$ cat src/cssw_defs.svh
`ifndef CSSW_DEFS_SVH
`define CSSW_DEFS_SVH

// ==========================================================================
// Register map
// ==========================================================================
`define CSSW_ADDR_W          2
`define CSSW_DATA_W          8
`define CSSW_OFS_SELECT      2'h0
`define CSSW_OFS_SYNTH_CTL   2'h1
`define CSSW_OFS_STATUS      2'h2

// ==========================================================================
// Clock source select register fields
// ==========================================================================
`define CSSW_BIT_SYNTH_SEL   7
`define CSSW_BIT_PSEUDO      6
`define CSSW_BIT_SYS_WAI     5
`define CSSW_BIT_ROA_WAI     4
`define CSSW_BIT_SYNTH_WAI   3
`define CSSW_BIT_CORE_WAI    2
`define CSSW_BIT_PIT_WAI     1
`define CSSW_BIT_WDOG_WAI    0
`define CSSW_RST_SELECT      8'h00
`define CSSW_RST_SYNTH_SEL   1'h0

// ==========================================================================
// Synthesizer control register fields
// ==========================================================================
`define CSSW_BIT_POWER_ON    6
`define CSSW_BIT_AUTO_BW     5
`define CSSW_BIT_ACQ         4
`define CSSW_RST_POWER_ON    1'h1
`define CSSW_RST_AUTO_BW     1'h1
`define CSSW_RST_ACQ         1'h1

// ==========================================================================
// Status register fields
// ==========================================================================
`define CSSW_BIT_LOCK        3
`define CSSW_BIT_TRACK       2
`define CSSW_BIT_SCM         0

// ==========================================================================
// Bus clock divider
// ==========================================================================
`define CSSW_BUS_DIV_LAST    1'h1

`endif

$ cat src/cssw_pkg.sv
package cssw_pkg;

  typedef enum logic [1:0]
  {
    CSSW_RUN  = 2'b00,
    CSSW_WAIT = 2'b01,
    CSSW_STOP = 2'b10
  } cssw_mode_t;

  typedef struct packed
  {
    cssw_mode_t  mode;
    logic        synth_sel;
    logic        pseudo_halt_enable;
    logic        system_clocks_halt_in_wait;
    logic        reduced_amplitude_in_wait;
    logic        synth_halt_in_wait;
    logic        core_clock_halt_in_wait;
    logic        interrupt_timer_halt_in_wait;
    logic        watchdog_halt_in_wait;
    logic        watchdog_bit_written;
    logic        synth_power_on;
    logic        auto_bw;
    logic        acq;
    logic        scm_prev;
    logic        sys_clk_en;
    logic        core_clk_en;
    logic        osc_en;
    logic        osc_reduced;
    logic        synth_powered;
    logic        pit_run;
    logic        pit_clear;
    logic        wdog_run;
    logic        wdog_clear;
    logic        bus_clk_en;
    logic [7:0]  rd_data;
  } cssw_state_t;

endpackage

$ cat src/cssw_bus_divider.sv
`timescale 1ns/1ps
`default_nettype none
`include "cssw_defs.svh"

// ==========================================================================
// Bus clock enable: one pulse for every second tick of the chosen source.
// ==========================================================================
module cssw_bus_divider
(
  input  wire logic clk_in,
  input  wire logic arst_n_in,
  input  wire logic osc_tick_in,
  input  wire logic synth_tick_in,
  input  wire logic synth_sel_in,
  output var  logic bus_en_out
);

  logic       phase;
  logic       sel_prev;
  logic       tick;

  assign tick = synth_sel_in ? synth_tick_in : osc_tick_in;

  // A source change restarts the divide so no short bus period leaks out.
  always_ff @(posedge clk_in or negedge arst_n_in)
  begin
    if (!arst_n_in)
    begin
      phase      <= 1'b0;
      sel_prev   <= 1'b0;
      bus_en_out <= 1'b0;
    end
    else
    begin
      sel_prev   <= synth_sel_in;
      bus_en_out <= 1'b0;
      if (sel_prev != synth_sel_in)
      begin
        phase <= 1'b0;
      end
      else if (tick)
      begin
        phase      <= ~phase;
        bus_en_out <= (phase == `CSSW_BUS_DIV_LAST);
      end
    end
  end

endmodule // cssw_bus_divider

`default_nettype wire

$ cat src/cssw_clock_select.sv
// Overview of operation
// - Setting loop select is ignored while the loop is not lock/track stable.
// - Loop select clears on self-clock, stop, or wait entry with loop halt.
// - Select zero: system clocks from oscillator, bus clock is half of it.
// - Select one: system clocks from loop clock, bus clock is half of it.
// - Pseudo-halt bit keeps oscillator running in stop mode, reduced when supported.
// - System clocks halt in wait only when their halt bit is set.
// - System clock halt bit never touches interrupt timer or watchdog.
// - Reduced amplitude in wait when that bit is set and supported.
// - Loop halt in wait clears select and, outside self-clock, powers loop down in the same cycle.
// - Loop power-on bit still reads set while loop is down in wait.
// - Loop halt in wait bit forces automatic bandwidth to one.
// - Core clock stops in wait when its halt bit is set.
// - Interrupt timer halts and clears dividers on wait entry when set.
// - Watchdog halts and clears dividers on wait entry when set.
// - Watchdog halt bit is write-once in normal modes, free in special.
// - Lock status reflects loop tolerance and reads zero in self-clock.
// - Track status shows tracking mode and reads zero in self-clock.
//
// Decided for this implementation: the plain strobed port and the address map.
`timescale 1ns/1ps
`default_nettype none
`include "cssw_defs.svh"

module cssw_clock_select
(
  input  wire logic                         clk_in,
  input  wire logic                         arst_n_in,
  input  wire logic [`CSSW_ADDR_W-1:0]      addr_in,
  input  wire logic [`CSSW_DATA_W-1:0]      wr_data_in,
  input  wire logic                         wr_in,
  input  wire logic                         rd_in,
  input  wire logic                         lock_in,
  input  wire logic                         track_in,
  input  wire logic                         self_clock_mode_in,
  input  wire logic                         wait_mode_in,
  input  wire logic                         stop_mode_in,
  input  wire logic                         special_mode_in,
  input  wire logic                         osc_has_reduced_amp_in,
  input  wire logic                         osc_tick_in,
  input  wire logic                         synth_tick_in,
  output var  logic [`CSSW_DATA_W-1:0]      rd_data_out,
  output var  logic                         synth_clock_select_out,
  output var  logic                         bus_clock_en_out,
  output var  logic                         system_clocks_en_out,
  output var  logic                         core_clock_en_out,
  output var  logic                         osc_enable_out,
  output var  logic                         osc_reduced_amp_out,
  output var  logic                         synth_powered_out,
  output var  logic                         synth_auto_bw_out,
  output var  logic                         pit_run_out,
  output var  logic                         pit_clear_out,
  output var  logic                         wdog_run_out,
  output var  logic                         wdog_clear_out
);

  import cssw_pkg::*;

  // ========================================================================
  // State and helper signals
  // ========================================================================
  cssw_state_t st;
  cssw_state_t next_st;
  cssw_mode_t  next_mode;
  logic        div_bus_en;
  logic        scm_entry;
  logic        wait_entry;
  logic        stop_entry;
  logic        in_wait;
  logic        in_stop;
  logic        auto_eff;
  logic        lock_vis;
  logic        track_vis;
  logic        sel_allowed;
  logic        wr_select;
  logic        wr_synth;

  // ========================================================================
  // Bus clock divider
  // ========================================================================
  cssw_bus_divider u_bus_div
  (
    .clk_in        (clk_in),
    .arst_n_in     (arst_n_in),
    .osc_tick_in   (osc_tick_in),
    .synth_tick_in (synth_tick_in),
    .synth_sel_in  (st.synth_sel),
    .bus_en_out    (div_bus_en)
  );

  // ========================================================================
  // Next state
  // ========================================================================
  always_comb
  begin
    next_st           = st;
    next_st.pit_clear = 1'b0;
    next_st.wdog_clear = 1'b0;

    // Stop has priority over wait when both are requested.
    if (stop_mode_in)
    begin
      next_mode = CSSW_STOP;
    end
    else if (wait_mode_in)
    begin
      next_mode = CSSW_WAIT;
    end
    else
    begin
      next_mode = CSSW_RUN;
    end
    next_st.mode = next_mode;

    in_wait    = (next_mode == CSSW_WAIT);
    in_stop    = (next_mode == CSSW_STOP);
    wait_entry = in_wait && (st.mode != CSSW_WAIT);
    stop_entry = in_stop && (st.mode != CSSW_STOP);
    scm_entry  = self_clock_mode_in && !st.scm_prev;
    next_st.scm_prev = self_clock_mode_in;

    lock_vis  = lock_in && !self_clock_mode_in;
    track_vis = track_in && !self_clock_mode_in;
    auto_eff  = st.auto_bw || st.synth_halt_in_wait;
    sel_allowed = auto_eff ? lock_vis : track_vis;

    wr_select = wr_in && (addr_in == `CSSW_OFS_SELECT);
    wr_synth  = wr_in && (addr_in == `CSSW_OFS_SYNTH_CTL);

    // ----------------------------------------------------------------------
    // Register writes.
    // ----------------------------------------------------------------------
    if (wr_select)
    begin
      if (!wr_data_in[`CSSW_BIT_SYNTH_SEL])
      begin
        next_st.synth_sel = 1'b0;
      end
      else if (sel_allowed)
      begin
        next_st.synth_sel = 1'b1;
      end
      next_st.pseudo_halt_enable =
        wr_data_in[`CSSW_BIT_PSEUDO];
      next_st.system_clocks_halt_in_wait =
        wr_data_in[`CSSW_BIT_SYS_WAI];
      next_st.reduced_amplitude_in_wait =
        wr_data_in[`CSSW_BIT_ROA_WAI];
      next_st.synth_halt_in_wait =
        wr_data_in[`CSSW_BIT_SYNTH_WAI];
      next_st.core_clock_halt_in_wait =
        wr_data_in[`CSSW_BIT_CORE_WAI];
      next_st.interrupt_timer_halt_in_wait =
        wr_data_in[`CSSW_BIT_PIT_WAI];
      if (special_mode_in || !st.watchdog_bit_written)
      begin
        next_st.watchdog_halt_in_wait =
          wr_data_in[`CSSW_BIT_WDOG_WAI];
        next_st.watchdog_bit_written = 1'b1;
      end
    end

    if (wr_synth)
    begin
      next_st.synth_power_on = wr_data_in[`CSSW_BIT_POWER_ON];
      next_st.auto_bw        = wr_data_in[`CSSW_BIT_AUTO_BW];
      next_st.acq            = wr_data_in[`CSSW_BIT_ACQ];
    end

    // The forced bandwidth bit overrides any software write.
    if (next_st.synth_halt_in_wait)
    begin
      next_st.auto_bw = 1'b1;
    end

    // ----------------------------------------------------------------------
    // Hardware clear of the loop select wins over a software set.
    // ----------------------------------------------------------------------
    if (scm_entry || stop_entry)
    begin
      next_st.synth_sel = 1'b0;
    end
    if (wait_entry && next_st.synth_halt_in_wait)
    begin
      next_st.synth_sel = 1'b0;
    end

    // ----------------------------------------------------------------------
    // Low-power controls.
    // ----------------------------------------------------------------------
    next_st.sys_clk_en =
      !in_stop && !(in_wait && next_st.system_clocks_halt_in_wait);
    next_st.core_clk_en =
      !in_stop && !(in_wait && next_st.core_clock_halt_in_wait);
    next_st.osc_en = !in_stop || next_st.pseudo_halt_enable;
    next_st.osc_reduced = osc_has_reduced_amp_in &&
      ((in_stop && next_st.pseudo_halt_enable) ||
       (in_wait && next_st.reduced_amplitude_in_wait));
    next_st.synth_powered = self_clock_mode_in ||
      (next_st.synth_power_on && !in_stop &&
       !(in_wait && next_st.synth_halt_in_wait));

    // Timer and watchdog follow only their own wait bits.
    next_st.pit_run =
      !(in_wait && next_st.interrupt_timer_halt_in_wait);
    next_st.pit_clear =
      wait_entry && next_st.interrupt_timer_halt_in_wait;
    next_st.wdog_run =
      !(in_wait && next_st.watchdog_halt_in_wait);
    next_st.wdog_clear =
      wait_entry && next_st.watchdog_halt_in_wait;

    next_st.bus_clk_en = div_bus_en && st.sys_clk_en;

    // ----------------------------------------------------------------------
    // Read data stands for one cycle after the read strobe.
    // ----------------------------------------------------------------------
    next_st.rd_data = '0;
    if (rd_in)
    begin
      case (addr_in)
        `CSSW_OFS_SELECT:
        begin
          next_st.rd_data[`CSSW_BIT_SYNTH_SEL] = st.synth_sel;
          next_st.rd_data[`CSSW_BIT_PSEUDO]    = st.pseudo_halt_enable;
          next_st.rd_data[`CSSW_BIT_SYS_WAI]   =
            st.system_clocks_halt_in_wait;
          next_st.rd_data[`CSSW_BIT_ROA_WAI]   =
            st.reduced_amplitude_in_wait;
          next_st.rd_data[`CSSW_BIT_SYNTH_WAI] = st.synth_halt_in_wait;
          next_st.rd_data[`CSSW_BIT_CORE_WAI]  = st.core_clock_halt_in_wait;
          next_st.rd_data[`CSSW_BIT_PIT_WAI]   =
            st.interrupt_timer_halt_in_wait;
          next_st.rd_data[`CSSW_BIT_WDOG_WAI]  = st.watchdog_halt_in_wait;
        end
        `CSSW_OFS_SYNTH_CTL:
        begin
          next_st.rd_data[`CSSW_BIT_POWER_ON]  = st.synth_power_on;
          next_st.rd_data[`CSSW_BIT_AUTO_BW]   = st.auto_bw;
          next_st.rd_data[`CSSW_BIT_ACQ]       = st.acq;
        end
        `CSSW_OFS_STATUS:
        begin
          next_st.rd_data[`CSSW_BIT_LOCK]  = lock_vis;
          next_st.rd_data[`CSSW_BIT_TRACK] = track_vis;
          next_st.rd_data[`CSSW_BIT_SCM]   = self_clock_mode_in;
        end
        default:
        begin
          next_st.rd_data = '0;
        end
      endcase
    end
  end

  // ========================================================================
  // State register
  // ========================================================================
  always_ff @(posedge clk_in or negedge arst_n_in)
  begin
    if (!arst_n_in)
    begin
      st                              <= '0;
      st.mode                         <= CSSW_RUN;
      st.synth_sel                    <= `CSSW_RST_SYNTH_SEL;
      st.synth_power_on               <= `CSSW_RST_POWER_ON;
      st.auto_bw                      <= `CSSW_RST_AUTO_BW;
      st.acq                          <= `CSSW_RST_ACQ;
      st.sys_clk_en                   <= 1'b1;
      st.core_clk_en                  <= 1'b1;
      st.osc_en                       <= 1'b1;
      st.synth_powered                <= `CSSW_RST_POWER_ON;
      st.pit_run                      <= 1'b1;
      st.wdog_run                     <= 1'b1;
    end
    else
    begin
      st <= next_st;
    end
  end

  // ========================================================================
  // Outputs
  // ========================================================================
  assign rd_data_out            = st.rd_data;
  assign synth_clock_select_out = st.synth_sel;
  assign bus_clock_en_out       = st.bus_clk_en;
  assign system_clocks_en_out   = st.sys_clk_en;
  assign core_clock_en_out      = st.core_clk_en;
  assign osc_enable_out         = st.osc_en;
  assign osc_reduced_amp_out    = st.osc_reduced;
  assign synth_powered_out      = st.synth_powered;
  assign synth_auto_bw_out      = st.auto_bw;
  assign pit_run_out            = st.pit_run;
  assign pit_clear_out          = st.pit_clear;
  assign wdog_run_out           = st.wdog_run;
  assign wdog_clear_out         = st.wdog_clear;

endmodule // cssw_clock_select

`default_nettype wire

$ cat config.mk
export PLATFORM = sky130hd
export DESIGN_NAME = cssw_clock_select
export DESIGN_NICKNAME = d
export VERILOG_FILES = /design/src/cssw_pkg.sv /design/src/cssw_bus_divider.sv /design/src/cssw_clock_select.sv
export VERILOG_INCLUDE_DIRS = /design/src /design/src/src
export SDC_FILE = /design/constraint.sdc
export NUM_CORES = 1
export LEC_CHECK = 0
export BUFFER_PORTS_ARGS = -buffer_cell sky130_fd_sc_hd__clkbuf_2
export CAP_MARGIN = 20
export CORE_ASPECT_RATIO = 2
export CORE_MARGIN = 1
export CORE_UTILIZATION = 45
export DETAILED_ROUTE_END_ITERATION = 10
export PLACE_DENSITY = 0.79
export REMOVE_ABC_BUFFERS = 1
export SYNTH_ARGS = -nofsm -noshare
export SYNTH_HDL_FRONTEND = slang
export SYNTH_SLANG_ARGS = --single-unit
export TNS_END_PERCENT = 10
$ cat constraint.sdc
create_clock -name clk_in -period 1.3 [get_ports clk_in]
set_clock_uncertainty 0.05 [all_clocks]
set_input_delay 0.195 -clock clk_in [delete_from_list [all_inputs] [get_ports clk_in]]
set_output_delay 0.195 -clock clk_in [all_outputs]
set_load 0.1 [all_outputs]
==> flow_summary.json, run 1 <==
{
  "outcome": "finished with violations",
  "violations": "negative setup slack",
  "core_area_sq_um": 3120,
  "cts_made_buffers": 5,
  "timing.final.crit_share_pct": 102.4,
  "synth_warnings": 0,
  "clk_pin_slew_worst_paths_ns": 0.07,
  "total_power_w": 0.002951,
  "drv_slew": 0,
  "final_nets": 188,
  "synth_fa_ha_area_share_pct": 0,
  "power.leakage_nw": 1.003,
  "drv_cap": 0,
  "synth_xor_area_share_pct": 1.196,
  "syn_inst": 116,
  "synth_top_family_by_area": "simple AND/OR/NAND/NOR gates",
  "fin_crit_ns": 1.331,
  "clock-root-buffer": "clkbuf_8",
  "synth.avg_cell_area_sq_um": 12.63,
  "drt_iter0_drc": 20,
  "fmax_mhz": 751.0,
  "ctsHtreeMaxLevel": 2,
  "antenna_found_initial": 0,
  "wl_per_cell_um": 14.65,
  "hold_path.class": "in2reg",
  "min_path_cells": 1,
  "drcViolationCount": 0,
  "top_layer_used": "met4",
  "dp_slack_ns": -0.1401,
  "synth-compound-area-share_pct": 5.465,
  "cts_tree": "done",
  "die_height_um": 82.70,
  "synthMuxAreaShare_pct": 11.02,
  "grt_start_max_net_pins": 37,
  "fp-row-count": 29,
  "synthDominantCellAreaShare_pct": 46.11,
  "setup_viol": 1,
  "area_growth_pct": 42.70,
  "grt_pass1_vias": 1058,
  "whs_ns": 0.03681,
  "cts_buffer_depth": 2,
  "placed_area_sq_um": 1992,
  "rrSetupSlack_ns": 0.02,
  "tightest_slew_ns": 0.4698,
  "hpwl_um": 2241,
  "hold_violations": 0,
  "worstHoldStart": "self_clock_mode_in",
  "yosys.area.top_type": "dfrtp_1",
  "final_cell_mix": "dfrtp_1 (27), clkbuf_2 (22), buf_12 (20), mux2_2 (9), dfstp_2 (9)",
  "cp-end-kind": "output pin",
  "critical_path_class": "reg2out",
  "cp_max_fo": 2,
  "seq_area_frac_synth_pct": 62.25,
  "antenna_left": 0,
  "track_usage_pct": 18.84,
  "gp_congestion": 0.8355,
  "timing.rr.end": "synth_clock_select_out",
  "regMostFlops": "st",
  "m1WireLength_um": 1011,
  "design_area_sq_um": 2091,
  "largest_reg_flops": 13,
  "pin_count": 43,
  "vias": 1005,
  "firstDrtPassIters": 4,
  "io_buffers": 42,
  "max_slew_margin_pct": 68.35,
  "cp.required_ns": 1.05,
  "clk_latency_ns": 0.28,
  "synth_area_sq_um": 1465,
  "diodes": 0,
  "grt_pass1_wl_um": 4850,
  "netlist_top_cells_area": "dfrtp_1 (46%), dfstp_2 (16%), mux2_2 (6.9%)",
  "final_core_util_pct": 67.00,
  "ys_ff_latch": 36,
  "wl_met2_um": 1689,
  "yosys.area_share.simple_pct": 13.15,
  "final_common_cell": "dfrtp_1",
  "worstSetupStartpointType": "flop",
  "finalWorstSetupSlack_ns": -0.03147,
  "die_x_um": 42.35,
  "viasPerCell": 5.128,
  "ys_types": 29,
  "holdPathEnd": "st[18]",
  "p_per_area_nw_per_um2": 1412,
  "ir_drop_mv": 0.9516,
  "initial_utilization_pct": 46.95,
  "grt_overflow": 0,
  "clock_sinks": 36,
  "cp.arrival_ns": 1.09,
  "drive_above_1_share_pct": 48.48,
  "dieArea_sq_um": 3502,
  "rsz0062_at_grt": "yes",
  "r2r-start": "synth_auto_bw_out",
  "drt_wl_total_um": 2871,
  "wl_met3_um": 125,
  "reg2reg_depth": 4
}
where the power goes:
group	internal (W)	switching [W]	total [W]	leakage, nW
clock	0.000364	0.000358	0.000722	0.0410
sequential	0.00127	0.0000931	0.00137	0.438
combinational	0.000340	0.000522	0.000861	0.524
cell usage after synthesis:
library cell and instances:
a21boi_0 1, a21o_1 1, a21oi_1 4, a22oi_1 1, a31o_1 1, a31oi_1 1
and2_1 1, and3_1 2, buf_4 8, buf_6 2, dfrtp_1 27, dfstp_2 9
inv_1 4, inv_2 1, mux2_2 9, mux2i_1 6, nand2_1 8, nand2b_1 4
nand3_1 4, nand3b_1 1, nor2_1 8, nor2b_1 4, nor3_1 1, nor3b_4 1
o21ai_0 1, o21ai_2 1, o221ai_1 1, or2_2 2, xor2_1 2
cells by family (layout without fill, tap and decap cells):
family / count (synthesis) / after routing
AOI/OAI and AO/OA: 12 / 12
DFF: 36 / 36
xor gates and xnor gates: 2 / 2
muxes: 15 / 15
and+or+nand+nor: 36 / 36
buffers and inverters: 15 / 64
through the flow:
step / std cells / TNS (ns)
2_1_floorplan: 106 / -0.6456
3_3_place_gp: 187 / -0.6859
3_5_place_dp: 187 / -0.9067
4_1_cts: 196 / -0.03762
5_1_grt: 196 / -0.08322
6_report: 196 / -0.03147
repair_timing:
action / CTS / global route
setup endpoints to repair: 1 / 2
hold endpoints to repair: 27 / 0
resized for setup: 1 / 0
buffers inserted: 1 / 0
pin swaps: 0 / 1
hold buffers: 1 / 0
worst max-delay path by stage:
| stage | startpoint | cells after the start | to |
|---|---|---|---|
| CTS | synth_auto_bw_out | 2 | synth_auto_bw_out |
| global route | synth_auto_bw_out | 2 | synth_auto_bw_out |
| floorplan | synth_auto_bw_out | 4 | synth_clock_select_out |
| finish | synth_auto_bw_out | 2 | synth_auto_bw_out |
| detailed placement | addr_in[1] | 7 | synth_powered_out |
| global placement | addr_in[1] | 5 | pit_clear_out |
layout make-up:
type / count / area (sq um)
clock buffers: 6 / 72.57
clock inverters: 1 / 5.005
fillers: 220 / 1030
inverters: 5 / 18.77
multi-input cells: 65 / 451.7
flip-flops and latches: 36 / 912.1
well taps: 31 / 38.79
repair buffers: 52 / 591.8
worst max-delay path: stages (launching register included):
cell and delay [ns]:
dfstp_2 0.54, buf_6 0.10, buf_12 0.16
layer usage:
layer | GRT usage, % | vias up
met2 | 35.08 | 32
li1 | - | 479
met5 | 0 | -
met1 | 19.94 | 490
met4 | 7.500 | 0
met3 | 4.565 | 4
Power figures use the tool's default switching activity.
==> run 2: changes to the inputs <==
- PLACE_DENSITY: 0.79 -> 0.84
==> run 2 against run 1 <==
Net effect: the run still ends with negative setup slack left; critical path depth unchanged; first-iteration DRC count shrank 20%; hold slack lost 0.0068 ns; register-to-register slack lost 0.02 ns; die area unchanged; largest power group unchanged.
==> flow_summary.json, run 2 (synthesis gave the netlist of run 1 again) <==
{
  "final_common_cell": "dfrtp_1",
  "grt_start_max_net_pins": 37,
  "gp_congestion": 0.7881,
  "clock-root-buffer": "clkbuf_8",
  "core_area_sq_um": 3120,
  "die_height_um": 82.70,
  "largest_reg_flops": 13,
  "clk_pin_slew_worst_paths_ns": 0.06,
  "rsz0062_at_grt": "yes",
  "ir_drop_mv": 0.8822,
  "viasPerCell": 5.172,
  "clk_latency_ns": 0.29,
  "hold_path.class": "in2reg",
  "wl_per_cell_um": 14.85,
  "cpMaxStageDelayCell": "dfstp_2",
  "firstDrtPassIters": 4,
  "ctsHtreeMaxLevel": 2,
  "critical_path_class": "reg2out",
  "multiInputGateArea_sq_um": 451.7,
  "final-seq-area_sq_um": 912.1,
  "nFillCells": 217,
  "violations": "negative setup slack",
  "antenna_found_initial": 0,
  "max_slew_margin_pct": 71.68,
  "drt_wl_total_um": 2940,
  "regMostFlops": "st",
  "setup_viol": 1,
  "drt_iter0_drc": 16,
  "p_per_area_nw_per_um2": 1435,
  "cts_tree": "done",
  "finalWorstSetupSlack_ns": -0.03308,
  "die_x_um": 42.35,
  "drive_above_1_share_pct": 48.50,
  "clock_sinks": 36,
  "initial_utilization_pct": 46.95,
  "final_nets": 189,
  "grt_overflow": 0,
  "antenna_left": 0,
  "cp.required_ns": 1.05,
  "timing.final.crit_share_pct": 102.5,
  "final_cell_mix": "dfrtp_1 (27), clkbuf_2 (22), buf_12 (20)",
  "total_power_w": 0.003029,
  "tightest_slew_ns": 0.4204,
  "grt_pass1_wl_um": 4843,
  "dieArea_sq_um": 3502,
  "vias": 1024,
  "drv_cap": 0,
  "pin_count": 43,
  "fp-row-count": 29,
  "cts_made_buffers": 5,
  "area_growth_pct": 44.06,
  "fin_crit_ns": 1.333,
  "cp-end-kind": "output pin",
  "diodes": 0,
  "dp_slack_ns": -0.2005,
  "fmax_mhz": 750.1,
  "io_buffers": 42,
  "drcViolationCount": 0,
  "hpwl_um": 2312,
  "outcome": "finished with violations",
  "worstSetupStartpointType": "flop",
  "cp_max_fo": 2,
  "slowest_delay_ns": 0.54,
  "track_usage_pct": 19.55,
  "hold_violations": 0,
  "power.leakage_nw": 1.013,
  "cp.arrival_ns": 1.09,
  "crit_chain": "buf_6 -> buf_12",
  "cts_buffer_depth": 2,
  "grt_pass1_vias": 1099,
  "drv_slew": 0
}
-- run 2: changes by cell type in the layout (fill, tap and decap cells not counted) --
cell      change
clkinv_2      -1
clkbuf_8      +1
buf_4         +1
clkbuf_1      +1
-- run 2: where the power goes --
| part | switching (W) | leakage [nW] | total, W | internal, W |
|---|---|---|---|---|
| Combinational | 0.000524 | 0.530 | 0.000865 | 0.000341 |
| Clock | 0.000362 | 0.0455 | 0.000793 | 0.000431 |
| Sequential | 0.0000961 | 0.438 | 0.00137 | 0.00128 |
| Total | 0.000981 | 1.01 | 0.00303 | 0.00205 |
-- run 2: metal layers --
layer / part of all wire (%) / up-vias / wire length (um) / global-route usage (%)
li1: - / 477 / - / -
met3: 4.3 / 9 / 127 / 5.435
met5: 0 / - / 0 / 0
met4: 3.5 / 0 / 102 / 13.13
met2: 60 / 39 / 1753 / 36.77
met1: 33 / 499 / 956 / 17.45
-- run 2: area by class of cell --
class,instances,area share [%]
Timing Repair Buffer,53,28.39
Inverter,5,0.8892
Tap cell,31,1.838
Multi-Input combinational cell,65,21.40
Sequential cell,36,43.21
Clock buffer,8,4.268
-- run 2: path summary, 6_finish.rpt --
path | startpoint | endpoint | slack, ns | cells after the start
max in group asynchronous | arst_n_in | synth_auto_bw_out | 0.44 | 3
worst max register to register | st[26] | synth_clock_select_out | 0 | 4
worst min register to register | u_bus_div.bus_en_out | bus_clock_en_out | 0.42 | 1
worst max-delay path | synth_auto_bw_out | synth_auto_bw_out | -0.03 | 2
min in group asynchronous | arst_n_in | st[22] | 0.42 | 3
worst min-delay path | self_clock_mode_in | st[18] | 0.03 | 1
-- run 2: stage by stage --
stage | cells | cell area [sq um] | hold WS, ns | util, % | TNS, ns
floorplan | 106 | 1383 | -0.1506 | - | -0.6456
global placement | 188 | 1999 | 0.1905 | 64.07 | -0.7197
detailed placement | 188 | 1999 | 0.2052 | 64.07 | -1.231
CTS | 198 | 2111 | 0.01921 | 67.64 | -0.05502
global route | 198 | 2111 | 0.01888 | 67.64 | -0.1233
finish | 198 | 2111 | 0.03001 | 67.64 | -0.03308
-- run 2: worst max-delay path, delay by kind of cell (launching register included) --
family / cells / cell delay (ns)
buf+inv: 2 / 0.26
flops: 1 / 0.54
-- run 2: what timing repair did --
action,CTS,global route
hold endpoints to repair,27,0
setup buffers,1,0
resized for setup,1,0
endpoints found under the setup margin,2,3
pin swaps,0,0
hold buffers,1,0
==> run 3: changes to the inputs <==
- CORE_UTILIZATION: 45 -> 54
- PLACE_DENSITY: 0.84 -> 0.93
- clock period: 1.3 -> 1.6 ns (I/O delays scaled with it)
==> run 3 against run 2 <==
Net effect: the flow now finishes without violations; final cell count shrank 4.0%; power is 23% lower; sequential share of layout area grew 7.4 points; hold slack better by 0.035 ns; critical endpoint is now system_clocks_en_out; largest cell class unchanged.
==> flow_summary.json, run 3 (synthesis gave the netlist of run 1 again) <==
{
  "cp_max_fo": 2,
  "firstDrtPassIters": 5,
  "regMostFlops": "st",
  "initial_utilization_pct": 57.01,
  "fp-row-count": 26,
  "grt_overflow": 0,
  "pin_count": 43,
  "drt_iter0_drc": 26,
  "crit_buf_inv": 1,
  "gp_congestion": 0.7881,
  "post_cts_buffers": 0,
  "fin_crit_ns": 1.399,
  "core_area_sq_um": 2570,
  "critical_path_class": "reg2out",
  "grt_pass1_vias": 1010,
  "cts_made_buffers": 5,
  "grt_start_max_net_pins": 37,
  "hpwl_um": 2190,
  "max_slew_margin_pct": 64.30,
  "drive_above_1_share_pct": 48.15,
  "finalWorstSetupSlack_ns": 0.2010,
  "largest_reg_flops": 13,
  "dieArea_sq_um": 2938,
  "clk_pin_slew_worst_paths_ns": 0.07,
  "slowest_delay_ns": 0.54,
  "ctsHtreeMaxLevel": 2,
  "outcome": "finished clean",
  "setup_viol": 0,
  "power.leakage_nw": 0.9147,
  "vias": 981,
  "antenna_found_initial": 0,
  "nFillCells": 180,
  "cp.arrival_ns": 1.11,
  "drt_wl_total_um": 2826,
  "hold_buffers": 1,
  "cpMaxStageDelayCell": "dfstp_2",
  "grt_pass1_wl_um": 4595,
  "hold_path.class": "in2reg",
  "final_common_cell": "clkbuf_2",
  "hold_violations": 0,
  "tightest_slew_ns": 0.5300,
  "antenna_left": 0,
  "clk_latency_ns": 0.29,
  "fmax_mhz": 714.8,
  "final_cell_mix": "clkbuf_2 (34), dfrtp_1 (27), buf_4 (12), mux2_2 (9), dfstp_2 (9)",
  "diodes": 0,
  "wl_per_cell_um": 14.87,
  "die_x_um": 38.83,
  "cp-end-kind": "output pin",
  "cts_buffer_depth": 2,
  "totalNegativeSetupSlack_ns": 0,
  "ir_drop_mv": 0.9576,
  "final_nets": 184,
  "dp_slack_ns": 0.01680,
  "cts_resized": 0,
  "worst_path_dominant_cell_family": "flip-flops",
  "drcViolationCount": 0,
  "area_growth_pct": 22.89,
  "die_height_um": 75.67,
  "worstSetupStartpointType": "flop",
  "p_per_area_nw_per_um2": 1297,
  "timing.final.crit_share_pct": 87.44,
  "track_usage_pct": 23.90,
  "rsz0062_at_grt": "no",
  "crit_chain": "buf_4",
  "cts_tree": "done",
  "drv_cap": 0,
  "cp.required_ns": 1.31,
  "io_buffers": 42,
  "drv_slew": 0,
  "clock-root-buffer": "clkbuf_8",
  "clock_sinks": 36,
  "viasPerCell": 5.163
}
==> run 3: final timing paths <==
kind / from / to / slack [ns] / depth (start not counted)
min in group asynchronous: arst_n_in / rd_data_out[5] / 0.46 / 3
setup / recovery: system_clocks_en_out / system_clocks_en_out / 0.20 / 1
setup reg to reg: synth_auto_bw_out / synth_clock_select_out / 0.25 / 4
hold / removal: self_clock_mode_in / st[18] / 0.07 / 1
hold reg to reg: st[22] / st[22] / 0.43 / 1
max in group asynchronous: arst_n_in / synth_powered_out / 0.70 / 3
==> run 3: area by class of cell <==
| cell class | instances | area, sq um | area share, % |
|---|---|---|---|
| sequential | 36 | 912.1 | 50.66 |
| multi-input combinational | 65 | 451.7 | 25.09 |
| timing repair buffer | 48 | 290.3 | 16.12 |
| clock buffer | 6 | 82.58 | 4.587 |
| tap | 28 | 35.03 | 1.946 |
| inverter | 5 | 18.77 | 1.042 |
| clock inverter | 2 | 10.01 | 0.5559 |
==> run 3: per-stage QoR <==
| stage | util [%] | total power, W | std cells | area [sq um] | hold WS, ns |
|---|---|---|---|---|---|
| finish | 70.06 | 0.002335 | 190 | 1800 | 0.06526 |
| global route | 70.06 | 0.002441 | 190 | 1800 | 0.06353 |
| CTS | 70.06 | 0.002352 | 190 | 1800 | 0.05628 |
| detailed placement | 66.07 | 0.001696 | 181 | 1698 | 0.2463 |
| global placement | 66.07 | 0.001672 | 181 | 1698 | 0.2329 |
| floorplan | - | 0.001527 | 106 | 1383 | -0.1056 |
==> run 3: worst register-to-register path: cells and delay by family (launching register included) <==
| kind | cells | cell delay [ns] |
|---|---|---|
| AOI/OAI and AO/OA | 1 | 0.19 |
| and+or+nand+nor | 2 | 0.15 |
| muxes | 1 | 0.26 |
| DFF | 1 | 0.59 |
==> run 3: metal layers <==
layer | wire [um] | vias up | global-route usage [%] | share of wire [%]
met5 | 0 | - | 0 | 0
met4 | 100 | 0 | 14.94 | 3.5
met1 | 1013 | 469 | 26.72 | 36
met2 | 1584 | 35 | 37.96 | 56
met3 | 128 | 11 | 7.872 | 4.5
li1 | - | 466 | - | -
==> run 3: report_power, final <==
| group | leakage [nW] | internal (W) | switching, W |
|---|---|---|---|
| Clock | 0.0510 | 0.000343 | 0.000313 |
| Sequential | 0.438 | 0.00103 | 0.0000603 |
| Combinational | 0.426 | 0.000164 | 0.000420 |
| Total | 0.915 | 0.00154 | 0.000793 |
